--- src/cho_pkg.sv ---
/*
 * Constants, types and state codes for the charger option low-byte register block.
 * Assumes one 50 MHz clock and a synchronous active-high reset.
 */
//
// Behaviour
// Command byte 00h over the serial bus selects this eight-bit option register.
// Bit 7 set latches a low comparator output; clear lets it follow.
// Toggling bit 7 while latched releases the comparator output pin.
// Latched with profile enabled, the status flag holds until host reads it.
// Bit 6 zero keeps undervoltage protection on; one disables it.
// Bit 5 set enters learn mode; converter off, battery discharges.
// Host writes learn bit back to zero when battery nears depletion.
// Bit 4 selects input-current monitor gain, 20 or 40 times.
// Bit 3 selects battery-current monitor gain, 8 or 16 times.
// Linear precharge below minimum voltage clamps current at 384 mA or 2A.
// Linear precharge disabled drives the battery switch fully on.
// Bit 1 enables input-current regulation; host may write it back on.
// Charger clearing regulation makes bit 1 read back zero.
// Bit 0 zero allows charging with valid values; one inhibits charging.
// Auto option set and presence pin falling clears regulation enable.
// Written value takes effect only after the data byte is acknowledged.
package cho_pkg;

    // ==========================================================
    // Register map and reset
    localparam logic [7:0] CHO_CMD_OPTION_LOW = 8'h00;
    localparam logic [7:0] CHO_RESET_VALUE    = 8'h0E;
    localparam logic [6:0] CHO_I2C_ADDR       = 7'h09;  // Arbitrary bus address
    localparam logic [7:0] CHO_READ_UNMAPPED  = 8'h00;
    localparam logic [3:0] CHO_BITS_PER_BYTE  = 4'h8;

    // ==========================================================
    // Field positions
    localparam int CHO_BIT_CMP_LATCH = 7;
    localparam int CHO_BIT_UVP_DIS   = 6;
    localparam int CHO_BIT_LEARN     = 5;
    localparam int CHO_BIT_IIN_GAIN  = 4;
    localparam int CHO_BIT_BAT_GAIN  = 3;
    localparam int CHO_BIT_LINEAR    = 2;
    localparam int CHO_BIT_IIN_REG   = 1;
    localparam int CHO_BIT_BLOCK     = 0;

    // ==========================================================
    // Types
    typedef struct packed {
        logic comparator_latch_enable;
        logic system_undervoltage_protect_disable;
        logic battery_learn_enable;
        logic input_current_monitor_gain;
        logic battery_current_monitor_gain;
        logic precharge_linear_enable;
        logic input_current_regulation_enable;
        logic charging_block;
    } cho_ctrl_s;

    typedef enum logic [1:0] {
        CHO_CLAMP_NONE  = 2'b00,
        CHO_CLAMP_384MA = 2'b01,
        CHO_CLAMP_2A    = 2'b10
    } cho_clamp_e;

    typedef enum logic [3:0] {
        CHO_ST_IDLE  = 4'b0000,
        CHO_ST_ADDR  = 4'b0001,
        CHO_ST_AACK  = 4'b0010,
        CHO_ST_CMD   = 4'b0011,
        CHO_ST_CACK  = 4'b0100,
        CHO_ST_WDATA = 4'b0101,
        CHO_ST_WACK  = 4'b0110,
        CHO_ST_RDATA = 4'b0111,
        CHO_ST_RACK  = 4'b1000
    } cho_state_e;

endpackage

--- src/cho_option_low.sv ---
/*
 * Charger option low-byte register with its serial-bus target and side effects.
 * Assumes scl/sda, comparator and presence pins are asynchronous; other inputs share clk_sys.
 */
`timescale 1ns/1ps
module cho_option_low (
    input  wire logic               clk_sys,
    input  wire logic               srst,
    input  wire logic               scl_in,
    input  wire logic               sda_in,
    output logic                    sda_out,
    output logic                    sda_oe_n,
    input  wire logic               comparator_raw,
    input  wire logic               battery_presence_pin,
    input  wire logic               auto_regulation_disable_option,
    input  wire logic               comparator_profile_enable,
    input  wire logic               status_read_pulse,
    input  wire logic               charger_regulation_off,
    input  wire logic               charge_values_valid,
    input  wire logic               battery_below_min_sys,
    input  wire logic               single_cell,
    input  wire logic               battery_below_3v0,
    output cho_pkg::cho_ctrl_s      ctrl,
    output logic                    comparator_output_pin,
    output logic                    comparator_status_flag,
    output logic                    charge_enable,
    output logic                    battery_switch_full_on,
    output cho_pkg::cho_clamp_e     precharge_clamp
);

    // ==========================================================
    // Input synchronisers: scl, sda, comparator, presence
    logic [3:0]          sync1_ff;
    logic [3:0]          sync2_ff;
    logic [3:0]          last_ff;
    logic                scl_s;
    logic                sda_s;
    logic                cmp_s;
    logic                pres_s;

    always_ff @(posedge clk_sys)
    begin
        if (srst)
        begin
            sync1_ff <= 4'hF;
            sync2_ff <= 4'hF;
            last_ff  <= 4'hF;
        end
        else
        begin
            sync1_ff <= {battery_presence_pin, comparator_raw, sda_in, scl_in};
            sync2_ff <= sync1_ff;
            last_ff  <= sync2_ff;
        end
    end

    assign scl_s  = sync2_ff[0];
    assign sda_s  = sync2_ff[1];
    assign cmp_s  = sync2_ff[2];
    assign pres_s = sync2_ff[3];

    logic scl_rise;
    logic scl_fall;
    logic bus_start;
    logic bus_stop;
    logic pres_fall;
    logic cmp_fall;

    assign scl_rise  = scl_s & ~last_ff[0];
    assign scl_fall  = ~scl_s & last_ff[0];
    assign bus_start = scl_s & last_ff[0] & last_ff[1] & ~sda_s;
    assign bus_stop  = scl_s & last_ff[0] & ~last_ff[1] & sda_s;
    assign pres_fall = last_ff[3] & ~pres_s;
    assign cmp_fall  = last_ff[2] & ~cmp_s;

    // ==========================================================
    // Serial target state machine
    cho_pkg::cho_state_e state_ff;
    logic [3:0]          bitcnt_ff;
    logic [7:0]          shreg_ff;
    logic [7:0]          cmd_ff;
    logic [7:0]          txsh_ff;
    logic                drive_low_ff;
    logic                host_ack_ff;
    logic                commit;
    logic [7:0]          rd_byte;

    assign commit  = scl_fall && state_ff == cho_pkg::CHO_ST_WACK
                     && cmd_ff == cho_pkg::CHO_CMD_OPTION_LOW;
    assign rd_byte = (cmd_ff == cho_pkg::CHO_CMD_OPTION_LOW) ? ctrl : cho_pkg::CHO_READ_UNMAPPED;

    always_ff @(posedge clk_sys)
    begin
        if (srst)
        begin
            state_ff     <= cho_pkg::CHO_ST_IDLE;
            bitcnt_ff    <= 4'h0;
            shreg_ff     <= 8'h00;
            cmd_ff       <= 8'hFF;
            txsh_ff      <= 8'h00;
            drive_low_ff <= 1'b0;
            host_ack_ff  <= 1'b0;
        end
        else if (bus_start)
        begin
            state_ff     <= cho_pkg::CHO_ST_ADDR;
            bitcnt_ff    <= 4'h0;
            drive_low_ff <= 1'b0;
        end
        else if (bus_stop)
        begin
            state_ff     <= cho_pkg::CHO_ST_IDLE;
            drive_low_ff <= 1'b0;
        end
        else if (scl_rise)
        begin
            case (state_ff)
                cho_pkg::CHO_ST_ADDR, cho_pkg::CHO_ST_CMD, cho_pkg::CHO_ST_WDATA:
                begin
                    shreg_ff  <= {shreg_ff[6:0], sda_s};
                    bitcnt_ff <= bitcnt_ff + 4'h1;
                end
                cho_pkg::CHO_ST_RDATA:
                    bitcnt_ff <= bitcnt_ff + 4'h1;
                cho_pkg::CHO_ST_RACK:
                    host_ack_ff <= ~sda_s;
                default:
                    bitcnt_ff <= bitcnt_ff;
            endcase
        end
        else if (scl_fall)
        begin
            case (state_ff)
                cho_pkg::CHO_ST_ADDR:
                begin
                    if (bitcnt_ff == cho_pkg::CHO_BITS_PER_BYTE)
                    begin
                        if (shreg_ff[7:1] == cho_pkg::CHO_I2C_ADDR)
                        begin
                            state_ff     <= cho_pkg::CHO_ST_AACK;
                            drive_low_ff <= 1'b1;
                        end
                        else
                            state_ff <= cho_pkg::CHO_ST_IDLE;
                    end
                end
                cho_pkg::CHO_ST_CMD, cho_pkg::CHO_ST_WDATA:
                begin
                    if (bitcnt_ff == cho_pkg::CHO_BITS_PER_BYTE)
                    begin
                        state_ff     <= (state_ff == cho_pkg::CHO_ST_CMD) ? cho_pkg::CHO_ST_CACK
                                                                          : cho_pkg::CHO_ST_WACK;
                        drive_low_ff <= 1'b1;
                        if (state_ff == cho_pkg::CHO_ST_CMD)
                            cmd_ff <= shreg_ff;
                    end
                end
                cho_pkg::CHO_ST_AACK:
                begin
                    bitcnt_ff <= 4'h0;
                    if (shreg_ff[0])
                    begin
                        state_ff     <= cho_pkg::CHO_ST_RDATA;
                        txsh_ff      <= {rd_byte[6:0], 1'b0};
                        drive_low_ff <= ~rd_byte[7];
                    end
                    else
                    begin
                        state_ff     <= cho_pkg::CHO_ST_CMD;
                        drive_low_ff <= 1'b0;
                    end
                end
                cho_pkg::CHO_ST_CACK, cho_pkg::CHO_ST_WACK:
                begin
                    state_ff     <= cho_pkg::CHO_ST_WDATA;
                    bitcnt_ff    <= 4'h0;
                    drive_low_ff <= 1'b0;
                end
                cho_pkg::CHO_ST_RDATA:
                begin
                    if (bitcnt_ff == cho_pkg::CHO_BITS_PER_BYTE)
                    begin
                        state_ff     <= cho_pkg::CHO_ST_RACK;
                        drive_low_ff <= 1'b0;
                    end
                    else
                    begin
                        drive_low_ff <= ~txsh_ff[7];
                        txsh_ff      <= {txsh_ff[6:0], 1'b0};
                    end
                end
                cho_pkg::CHO_ST_RACK:
                begin
                    bitcnt_ff <= 4'h0;
                    if (host_ack_ff)
                    begin
                        state_ff     <= cho_pkg::CHO_ST_RDATA;
                        txsh_ff      <= {rd_byte[6:0], 1'b0};
                        drive_low_ff <= ~rd_byte[7];
                    end
                    else
                        state_ff <= cho_pkg::CHO_ST_IDLE;
                end
                default:
                    state_ff <= cho_pkg::CHO_ST_IDLE;
            endcase
        end
    end

    assign sda_out  = 1'b0;
    assign sda_oe_n = ~drive_low_ff;

    // ==========================================================
    // Option register
    logic reg_clr;
    logic latch_toggle;

    assign reg_clr      = charger_regulation_off | (auto_regulation_disable_option & pres_fall);
    assign latch_toggle = commit && shreg_ff[cho_pkg::CHO_BIT_CMP_LATCH] != ctrl.comparator_latch_enable;

    always_ff @(posedge clk_sys)
    begin
        if (srst)
            ctrl <= cho_pkg::CHO_RESET_VALUE;
        else
        begin
            if (commit)
                ctrl <= shreg_ff;
            if (reg_clr)
                ctrl.input_current_regulation_enable <= 1'b0;
        end
    end

    // ==========================================================
    // Comparator output and status flag
    always_ff @(posedge clk_sys)
    begin
        if (srst)
        begin
            comparator_output_pin  <= 1'b1;
            comparator_status_flag <= 1'b0;
        end
        else
        begin
            if (latch_toggle)
                comparator_output_pin <= 1'b1;
            else if (ctrl.comparator_latch_enable)
                comparator_output_pin <= comparator_output_pin & cmp_s;
            else
                comparator_output_pin <= cmp_s;
            if (ctrl.comparator_latch_enable && comparator_profile_enable)
                comparator_status_flag <= cmp_fall | (comparator_status_flag & ~status_read_pulse);
            else
                comparator_status_flag <= ~cmp_s;
        end
    end

    // ==========================================================
    // Charge path controls
    always_ff @(posedge clk_sys)
    begin
        if (srst)
        begin
            charge_enable          <= 1'b0;
            battery_switch_full_on <= 1'b0;
            precharge_clamp        <= cho_pkg::CHO_CLAMP_NONE;
        end
        else
        begin
            charge_enable          <= ~ctrl.charging_block & charge_values_valid;
            battery_switch_full_on <= ~ctrl.precharge_linear_enable;
            if (!ctrl.precharge_linear_enable || !battery_below_min_sys)
                precharge_clamp <= cho_pkg::CHO_CLAMP_NONE;
            else if (single_cell && !battery_below_3v0)
                precharge_clamp <= cho_pkg::CHO_CLAMP_2A;
            else
                precharge_clamp <= cho_pkg::CHO_CLAMP_384MA;
        end
    end

    // ==========================================================
    // Assertions
    property p_commit_data;
        @(posedge clk_sys) disable iff (srst)
        commit |=> ctrl[7:2] == $past(shreg_ff[7:2]) && ctrl[0] == $past(shreg_ff[0]);
    endproperty
    a_commit_data: assert property (p_commit_data) else $error("write data not stored");

    property p_only_on_commit;
        @(posedge clk_sys) disable iff (srst)
        !$stable(ctrl) |-> $past(commit || reg_clr);
    endproperty
    a_only_on_commit: assert property (p_only_on_commit) else $error("register changed mid transfer");

    property p_latch_hold;
        @(posedge clk_sys) disable iff (srst)
        ctrl.comparator_latch_enable && !comparator_output_pin && !latch_toggle ##1 !commit [*2]
        |-> !comparator_output_pin;
    endproperty
    a_latch_hold: assert property (p_latch_hold) else $error("latched output released");

    property p_follow;
        @(posedge clk_sys) disable iff (srst)
        !ctrl.comparator_latch_enable && !latch_toggle |=> comparator_output_pin == $past(cmp_s);
    endproperty
    a_follow: assert property (p_follow) else $error("output not following comparator");

    property p_toggle_release;
        @(posedge clk_sys) disable iff (srst)
        latch_toggle |=> comparator_output_pin;
    endproperty
    a_toggle_release: assert property (p_toggle_release) else $error("toggle did not release pin");

    property p_flag_sticky;
        @(posedge clk_sys) disable iff (srst)
        comparator_status_flag && ctrl.comparator_latch_enable && comparator_profile_enable
        && !status_read_pulse |=> comparator_status_flag;
    endproperty
    a_flag_sticky: assert property (p_flag_sticky) else $error("status flag lost before read");

    property p_auto_clear;
        @(posedge clk_sys) disable iff (srst)
        auto_regulation_disable_option && pres_fall |=> !ctrl.input_current_regulation_enable;
    endproperty
    a_auto_clear: assert property (p_auto_clear) else $error("regulation not auto cleared");

    property p_charger_clear;
        @(posedge clk_sys) disable iff (srst)
        charger_regulation_off |=> !ctrl.input_current_regulation_enable ##1 1'b1;
    endproperty
    a_charger_clear: assert property (p_charger_clear) else $error("regulation enable not cleared");

    property p_inhibit;
        @(posedge clk_sys) disable iff (srst)
        ctrl.charging_block |=> !charge_enable;
    endproperty
    a_inhibit: assert property (p_inhibit) else $error("charging while inhibited");

    property p_clamp;
        @(posedge clk_sys) disable iff (srst)
        ctrl.precharge_linear_enable && battery_below_min_sys |=> precharge_clamp != cho_pkg::CHO_CLAMP_NONE;
    endproperty
    a_clamp: assert property (p_clamp) else $error("precharge not clamped");

    c_write: cover property (@(posedge clk_sys) disable iff (srst) commit);
    c_release: cover property (@(posedge clk_sys) disable iff (srst) !comparator_output_pin ##1 latch_toggle);
    c_flag_read: cover property (@(posedge clk_sys) disable iff (srst) comparator_status_flag ##1 status_read_pulse);

endmodule

--- config.mk ---
export PLATFORM = sky130hd
export DESIGN_NAME = cho_option_low
export DESIGN_NICKNAME = d
export VERILOG_FILES = /design/src/cho_pkg.sv /design/src/cho_option_low.sv
export SDC_FILE = /design/constraint.sdc
export NUM_CORES = 1
export LEC_CHECK = 0
export BUFFER_PORTS_ARGS = -buffer_cell sky130_fd_sc_hd__buf_4
export CORE_ASPECT_RATIO = 1.75
export CORE_MARGIN = 2
export CORE_UTILIZATION = 50
export DETAILED_ROUTE_END_ITERATION = 6
export PLACE_DENSITY = 0.7
export SETUP_SLACK_MARGIN = 0.3
export SLEW_MARGIN = 20
export SYNTH_ARGS = -nofsm -noshare
export SYNTH_HDL_FRONTEND = slang
export SYNTH_SLANG_ARGS = --single-unit
--- constraint.sdc ---
create_clock -name clk_sys -period 2.6 [get_ports clk_sys]
set_input_delay 0.13 -clock clk_sys [delete_from_list [all_inputs] [get_ports clk_sys]]
set_output_delay 0.13 -clock clk_sys [all_outputs]
set_load 0.03 [all_outputs]
Word-level counts from Yosys, hierarchy flattened:

Cells that the tools add are included.

* register bits: 60
* output and inout port bits: 16
* logic and storage cells: 144

* $add $sub $neg: 1
* equality and inequality tests: 23
* mux-type cells: 33
* bitwise operators: 30
* reduce and logical (&&, ||, !) cells: 33

Operators with widths (number)
* $mux 8: 4
* $mux 4: 7
* $pmux 4 s6: 1
* $pmux 8 s3: 1
* $eq 4x3->1 const B: 4
* $ne 2x2->1 const B: 8
* $not 1->1: 15
* $reduce_and 7->1: 2
* $and 1x1->1: 13
* $mux 1: 13
* $ne 4x4->1 const B: 3
* $reduce_and 4->1: 3
* $reduce_and 5->1: 2
* $reduce_or 2->1: 5
* $eq 4x2->1 const B: 2
* $eq 4x4->1 const B: 2
* $logic_not 8->1: 1
* $mux 2: 4
* $reduce_and 8->1: 1
* $reduce_or 4->1: 2
* $eq 7x4->1 const B: 1
* $mux 3: 2
* $pmux 1 s6: 1
* $reduce_bool 2->1: 3
* 11 further kinds: 20

Depth between registers and ports, before layout:

Gate-level depths: netlist of the first run.

* depth in word-level cells: 8
* depth in mapped cells: 9

Least setup slack after synthesis of the first run:

OpenSTA, ideal clock, no wires.

* kind: flip-flop to flip-flop
* from: register bitcnt_ff[0]
* to: register txsh_ff[3]
* setup time: 130 ps
* arrival time: 1663 ps
* required time: 2470 ps
* path slack: 807 ps
* cell stages (with the launch flop): 10
* path buffers: 2
* period minus slack after synthesis: 1793 ps
* cells stage by stage: dfxtp_1 > inv_1 > ha_1 > and3b_1 > clkbuf_1 > and2b_1 > o2111ai_2 > buf_4 > a221oi_1 > nor3_1

* cells in the longest elaborated chain, start to end: 3

Ends and longest elaborated chain
* start, declared: RTL line cho_option_low.sv:79 `logic [3:0] bitcnt_ff;`
* start signal, assigned: RTL line cho_option_low.sv:121 `bitcnt_ff <= bitcnt_ff + 4'h1;`
* start signal, assigned: RTL line cho_option_low.sv:124 `bitcnt_ff <= bitcnt_ff + 4'h1;`
* start signal, assigned: RTL line cho_option_low.sv:128 `bitcnt_ff <= bitcnt_ff;`
* $eq 4x4->1: RTL line cho_option_low.sv:181 `if (bitcnt_ff == cho_pkg::CHO_BITS_PER_BYTE)`
* $ne 2x2->1 (no source line)
* $reduce_and 8->1 (no source line)
* end signal, assigned: RTL line cho_option_low.sv:164 `txsh_ff <= {rd_byte[6:0], 1'b0};`
* end signal, assigned: RTL line cho_option_low.sv:189 `txsh_ff <= {txsh_ff[6:0], 1'b0};`
* end signal, assigned: RTL line cho_option_low.sv:198 `txsh_ff <= {rd_byte[6:0], 1'b0};`
* end, declared: RTL line cho_option_low.sv:82 `logic [7:0] txsh_ff;`

No other way between the ends.
A chain may end at the register's enable or synchronous reset.

Worst setup path in the final report of the first run:

* from: register state_ff[2]
* to: register txsh_ff[4]

* cells in the longest elaborated chain, start to end: 3
* elaborated cells on any way between the ends: 9
* those cells by class: eq/ne: 6; mux: 1; reduce/logical: 2

Ends and longest elaborated chain
* start, declared: RTL line cho_option_low.sv:78 `cho_pkg::cho_state_e state_ff;`
* start signal, assigned: RTL line cho_option_low.sv:96 `state_ff <= cho_pkg::CHO_ST_IDLE;`
* start signal, assigned: RTL line cho_option_low.sv:106 `state_ff <= cho_pkg::CHO_ST_ADDR;`
* start signal, assigned: RTL line cho_option_low.sv:112 `state_ff <= cho_pkg::CHO_ST_IDLE;`
* $eq 4x3->1 (tied with other cells): RTL line cho_option_low.sv:133 `case (state_ff)`
* $ne 2x2->1 (no source line) / $reduce_bool 3->1 (equally long branches)
* $reduce_and 8->1 (no source line)

Parallel ways exist; a longest one is shown, timed or not.

==> results.cfg, run 1 <==
[run_status]
run_status = complete, no violations

[place]
place_ws_ps = 482.5
gp_congestion = 0.8372
hpwl_mm = 3.872
placed_cell_area_mm2 = 0.002831
placement.io_buffers = 28
dp_cells = 353

[timing]
period_share_pct = 82.11
setup_viol = 0
slew_headroom_pct = 53.54
hold_viol = 0
clock.fmax_mhz = 468.4
worst_pin_slew_ps = 687.9
fin_worst_skew_ps = 8.147
rsz0062_at_grt = no
finalMaxSlewViolations = 0
tns_ps = 0
period_needed_ps = 2135
postLayoutSetupSlackWorst_ps = 465.1

[worst_hold_path]
hp-start = charge_values_valid
hold_class = in2reg

[logic_synthesis]
seq_area_frac_synth_pct = 44.97
yosys.area.top_type = dfxtp_1
yosysTopAreaCellShare_pct = 44.97
async_flop_share_pct = 0
synth.avg_cell_area_um2 = 9.183
ys_seq_elements = 59
synth-main-ff-cell = dfxtp_1
ys_types = 49
synth_area_leaders = dfxtp_1 (45%), mux2i_1 (8.4%), nor2_1 (4.0%)
synth_edf_count = 0
synth_nets = 306
synth_warnings = 0
syn-instance-count = 286
synth_area_mm2 = 0.002626

[floorplan]
die_area_mm2 = 0.005871
die_x_um = 58.79
core_region_area_mm2 = 0.005020
rows = 34
die_y_um = 99.88
ios = 30
start_util_pct = 52.32

[setup_path]
crit_fanout = 15
worstSetupPathType = reg2reg
worstSetupStartpoint = state_ff[2]
r2r_start = state_ff[2]
cp-end-kind = flip-flop
critPathLaunchType = flip-flop
cp.required_ps = 2810
crit_arrival_ps = 2340

[clock_tree]
cts_root_buf = clkbuf_8
clock-sinks = 59
htreeDepth = 3
insertion_delay_ps = 340
numCtsBuffers = 9
cts_tree = done
clk_pin_slew_ps = 70
clock_path_buffers = 2

[routing]
drtIter0Drc = 96
drc = 0
via_per_inst = 5.649
wl_mm = 5.699
wl_per_cell_um = 15.16
drt-pass1-iter-count = 6
via_count = 2124
ant_nets = 0

[grt]
antenna_found_initial = 0
grt_pass1_wl_mm = 9.377
grt_start_max_net_pins = 41
grt_pass1_vias = 2026
gr-total-overflow = 0
grt_usage_pct = 20.97

[finish]
design_area_mm2 = 0.003120
ff_latch_area_mm2 = 0.001184
area_growth_pct = 18.82
final_cells = 376
layout_commonest_cell = dfxtp_1
drive_gt1_share_pct = 20.50
n_fill_cell = 474
antenna_cells = 0
final_cell_mix = dfxtp_1 (57), buf_4 (30), nor2_1 (28)
multi_input_area_mm2 = 0.001320
finish.net_count = 337

[pwr]
p_leak_uw = 0.001290
peakVddDrop_v = 0.0003634
total_power_uw = 1961
power.density_mw_per_mm2 = 628.4

[run]
drv_cap = 0
## power breakdown
group | internal (µW) | total, µW | leakage, µW | switching [µW]
Clock | 535 | 913 | 0.000101 | 377
Combinational | 52.3 | 112 | 0.000709 | 59.9
Sequential | 919 | 936 | 0.000480 | 17.4
Total | 1510 | 1960 | 0.00129 | 455
## metal layers
metal,vias up,global-route usage [%],wire length [µm]
li1,1062,-,-
met1,1005,22.94,2280
met2,47,36.58,3098
met3,10,4.897,210
met4,0,10.49,109
met5,-,0,0
## through the flow
stage / hold slack [ps] / utilization (%)
3_3_place_gp: 308.5 / 56.41
2_1_floorplan: 206.1 / -
4_1_cts: 56.50 / 62.11
3_5_place_dp: 311.4 / 56.41
5_1_grt: 66.46 / 62.16
6_report: 66.61 / 62.16
## layout make-up
type | instances | share of cell area, %
multi-input cells | 200 | 42.30
repair buffers | 37 | 9.463
flip-flops and latches | 59 | 37.93
well taps | 54 | 2.165
clock buffers | 9 | 3.970
inverters | 10 | 1.203
clock inverters | 7 | 2.967
## worst paths after layout
check                                      to  slack, ps  depth (start not counted)
worst max-delay path               txsh_ff[4]        470                          5
worst min-delay path            charge_enable         70                          2
worst max register to register     txsh_ff[4]        470                          5
worst min register to register    sync2_ff[0]        400                          1
## cells in the mapped netlist (6+ instances only)
library cell / count
nor3b_1: 6
buf_2: 7
nand2_1: 24
a221oi_1: 6
mux2i_1: 22
o21ai_0: 6
dfxtp_1: 59
a211oi_1: 6
inv_1: 10
a21oi_1: 12
or2_2: 12
nor2_1: 28
ha_1: 6
nand3_1: 9
nor3_1: 11
nor2b_1: 8
## worst max-delay path, stage by stage (launching register included)
cell	delay (ps)
dfxtp_1	630
and4b_1	460
and2b_1	190
o2111ai_2	310
a221oi_1	340
nor3_1	80
## registers in the layout (all words and copies together), names as in the netlist, 7 cells and up
| register | flops |
|---|---|
| cmd_ff | 8 |
| txsh_ff | 7 |
| shreg_ff | 8 |
| ctrl | 8 |
## kinds of logic after synthesis
kind of cell,after synthesis,synth area share [%]
other cells,1,0.1428
buf+inv,27,4.764
compound gates,46,12.86
fa+ha+maj,6,2.858
simple gates,122,25.01
xor+xnor,3,1.001
mux,22,8.385
flops,59,44.97
## timing repair
action / CTS / global route
buffers inserted: 0 / 0
gates resized for setup: 0 / 2
hold buffers: 7 / 0
setup endpoints to repair: 0 / 2
hold endpoints to repair: 7 / 0
No activity file was read; power rests on OpenSTA's default activity.
==> run 2, diff against run 1 <==
Clock period 2.6 ns to 2.1 ns, I/O delays scaled along.
==> run 2 against run 1 <==
Final cell count up 4.0%. Final area up 8.4%. Routed wire length up 7.9%. Sequential power up 23%. Power up 19%. Non-clock buffer count up 14. First-iteration DRC count up 1.0%. Utilization up 5.2 points.
==> results.cfg, run 2 (synthesized netlist as in run 1, its figures left out) <==
[setup_path]
cp-end-kind = flip-flop
critPathLaunchType = flip-flop
path_cells = inv_4, ha_4, and3b_2, and2b_2, o2111ai_4, nor2b_1, nor3_1
cpPeakStageDelay_ps = 360
slowest_stage = dfxtp_4
worstSetupPathType = reg2reg
critPathTopFamily = simple AND/OR/NAND/NOR gates
cp.required_ps = 2320
crit_fanout = 7
cp_num_buf_inv = 1
crit_arrival_ps = 1960

[grt]
antenna_found_initial = 0
gr-total-overflow = 0
grt_pass1_vias = 2188
grt_pass1_wl_mm = 9.908
grt_usage_pct = 22.45
grt_start_max_net_pins = 41

[timing]
setup_viol = 0
postLayoutSetupSlackWorst_ps = 354.1
tns_ps = 0
fin_worst_skew_ps = 6.305
slew_headroom_pct = 59.17
period_needed_ps = 1746
worst_pin_slew_ps = 603.9
period_share_pct = 83.14
finalMaxSlewViolations = 0
holdWs_ps = 32.29
clock.fmax_mhz = 572.8
rsz0062_at_grt = yes
hold_viol = 0

[routing]
wl_mm = 6.149
via_count = 2229
drc = 0
ant_nets = 0
drtIter0Drc = 97
via_per_inst = 5.701
wl_per_cell_um = 15.73
drt-pass1-iter-count = 4

[finish]
drive_gt1_share_pct = 31.16
top_regs = cmd_ff (8), ctrl (8), shreg_ff (8)
final_cell_mix = dfxtp_1 (53), buf_4 (44), nor2_1 (28)
final_util_pct = 67.37
finish.net_count = 352
antenna_cells = 0
area_growth_pct = 28.78
layout_commonest_cell = dfxtp_1

[clock_tree]
clock_path_buffers = 2
clk_pin_slew_ps = 60
clock-sinks = 59
numCtsBuffers = 9
htreeDepth = 3
cts_tree = done
cts_root_buf = clkbuf_8
insertion_delay_ps = 340

[floorplan]
rows = 34
die_area_mm2 = 0.005871
die_x_um = 58.79
ios = 30
core_region_area_mm2 = 0.005020
start_util_pct = 52.32
die_y_um = 99.88

[pwr]
power.density_mw_per_mm2 = 687.5
p_leak_uw = 0.001402
total_power_uw = 2325
peakVddDrop_v = 0.0008989

[worst_hold_path]
hold_class = in2reg

[place]
hpwl_mm = 4.171
gp_congestion = 0.8331
place_ws_ps = 143.4
placement.io_buffers = 28

[run]
drv_cap = 0

[run_status]
run_status = complete, no violations
-- run 2: cell count changes in the layout (fill, tap and decap cells not counted), moves of 4 or more --
cell      previous run  this run
a221oi_2             0         5
a221oi_1             6         0
dfxtp_1             57        53
buf_4               30        44
dfxtp_4              0         4
-- run 2: what timing repair did --
| action | in CTS | in global routing |
|---|---|---|
| setup endpoints to repair | 10 | 27 |
| hold buffers | 7 | 0 |
| endpoints found under the hold margin | 7 | 0 |
| buffers inserted | 0 | 6 |
| pin swaps | 1 | 7 |
| cloned | 1 | 0 |
| gates resized for setup | 10 | 29 |
-- run 2: path summary, 6_finish.rpt --
path	startpoint	to	slack [ps]	depth (start not counted)
max	bitcnt_ff[0]	txsh_ff[4]	350	7
min reg2reg	sync1_ff[2]	sync2_ff[2]	410	1
max reg2reg	bitcnt_ff[0]	txsh_ff[4]	350	7
min	status_read_pulse	comparator_status_flag	30	3
-- run 2: report_power, final --
part           internal [µW]  switching (µW)  leakage, µW
registers               1130            19.6     0.000483
logic                   72.7            87.3     0.000820
clock network            573             438    0.0000991
total                   1780             545      0.00140
-- run 2: area by class of cell --
| cell class | count | area [µm²] |
|---|---|---|
| Timing Repair Buffer | 51 | 400.4 |
| Clock inverter | 5 | 52.55 |
| Sequential cell | 59 | 1199 |
| Fill cell | 404 | 1638 |
| Clock buffer | 11 | 141.4 |
| Inverter | 10 | 40.04 |
| Multi-Input combinational cell | 201 | 1481 |
| Tap cell | 54 | 67.56 |
-- run 2: worst min-delay path: stages --
cell and delay [ps]:
buf_4 70, nand4b_1 90, a21oi_1 50
-- run 2: routing by layer --
| metal | GRT usage [%] | vias to the layer above | part of all wire (%) |
|---|---|---|---|
| li1 | - | 1099 | - |
| met1 | 22.43 | 1060 | 38 |
| met2 | 40.34 | 45 | 54 |
| met3 | 5.928 | 25 | 2.9 |
| met4 | 12.41 | 0 | 4.5 |
| met5 | 0 | - | 0 |
-- run 2: stage by stage --
step           area, µm²  instances
5_1_grt             3382        391
4_1_cts             3217        385
3_3_place_gp        2892        361
3_5_place_dp        2892        361
2_1_floorplan       2626        286
6_report            3382        391
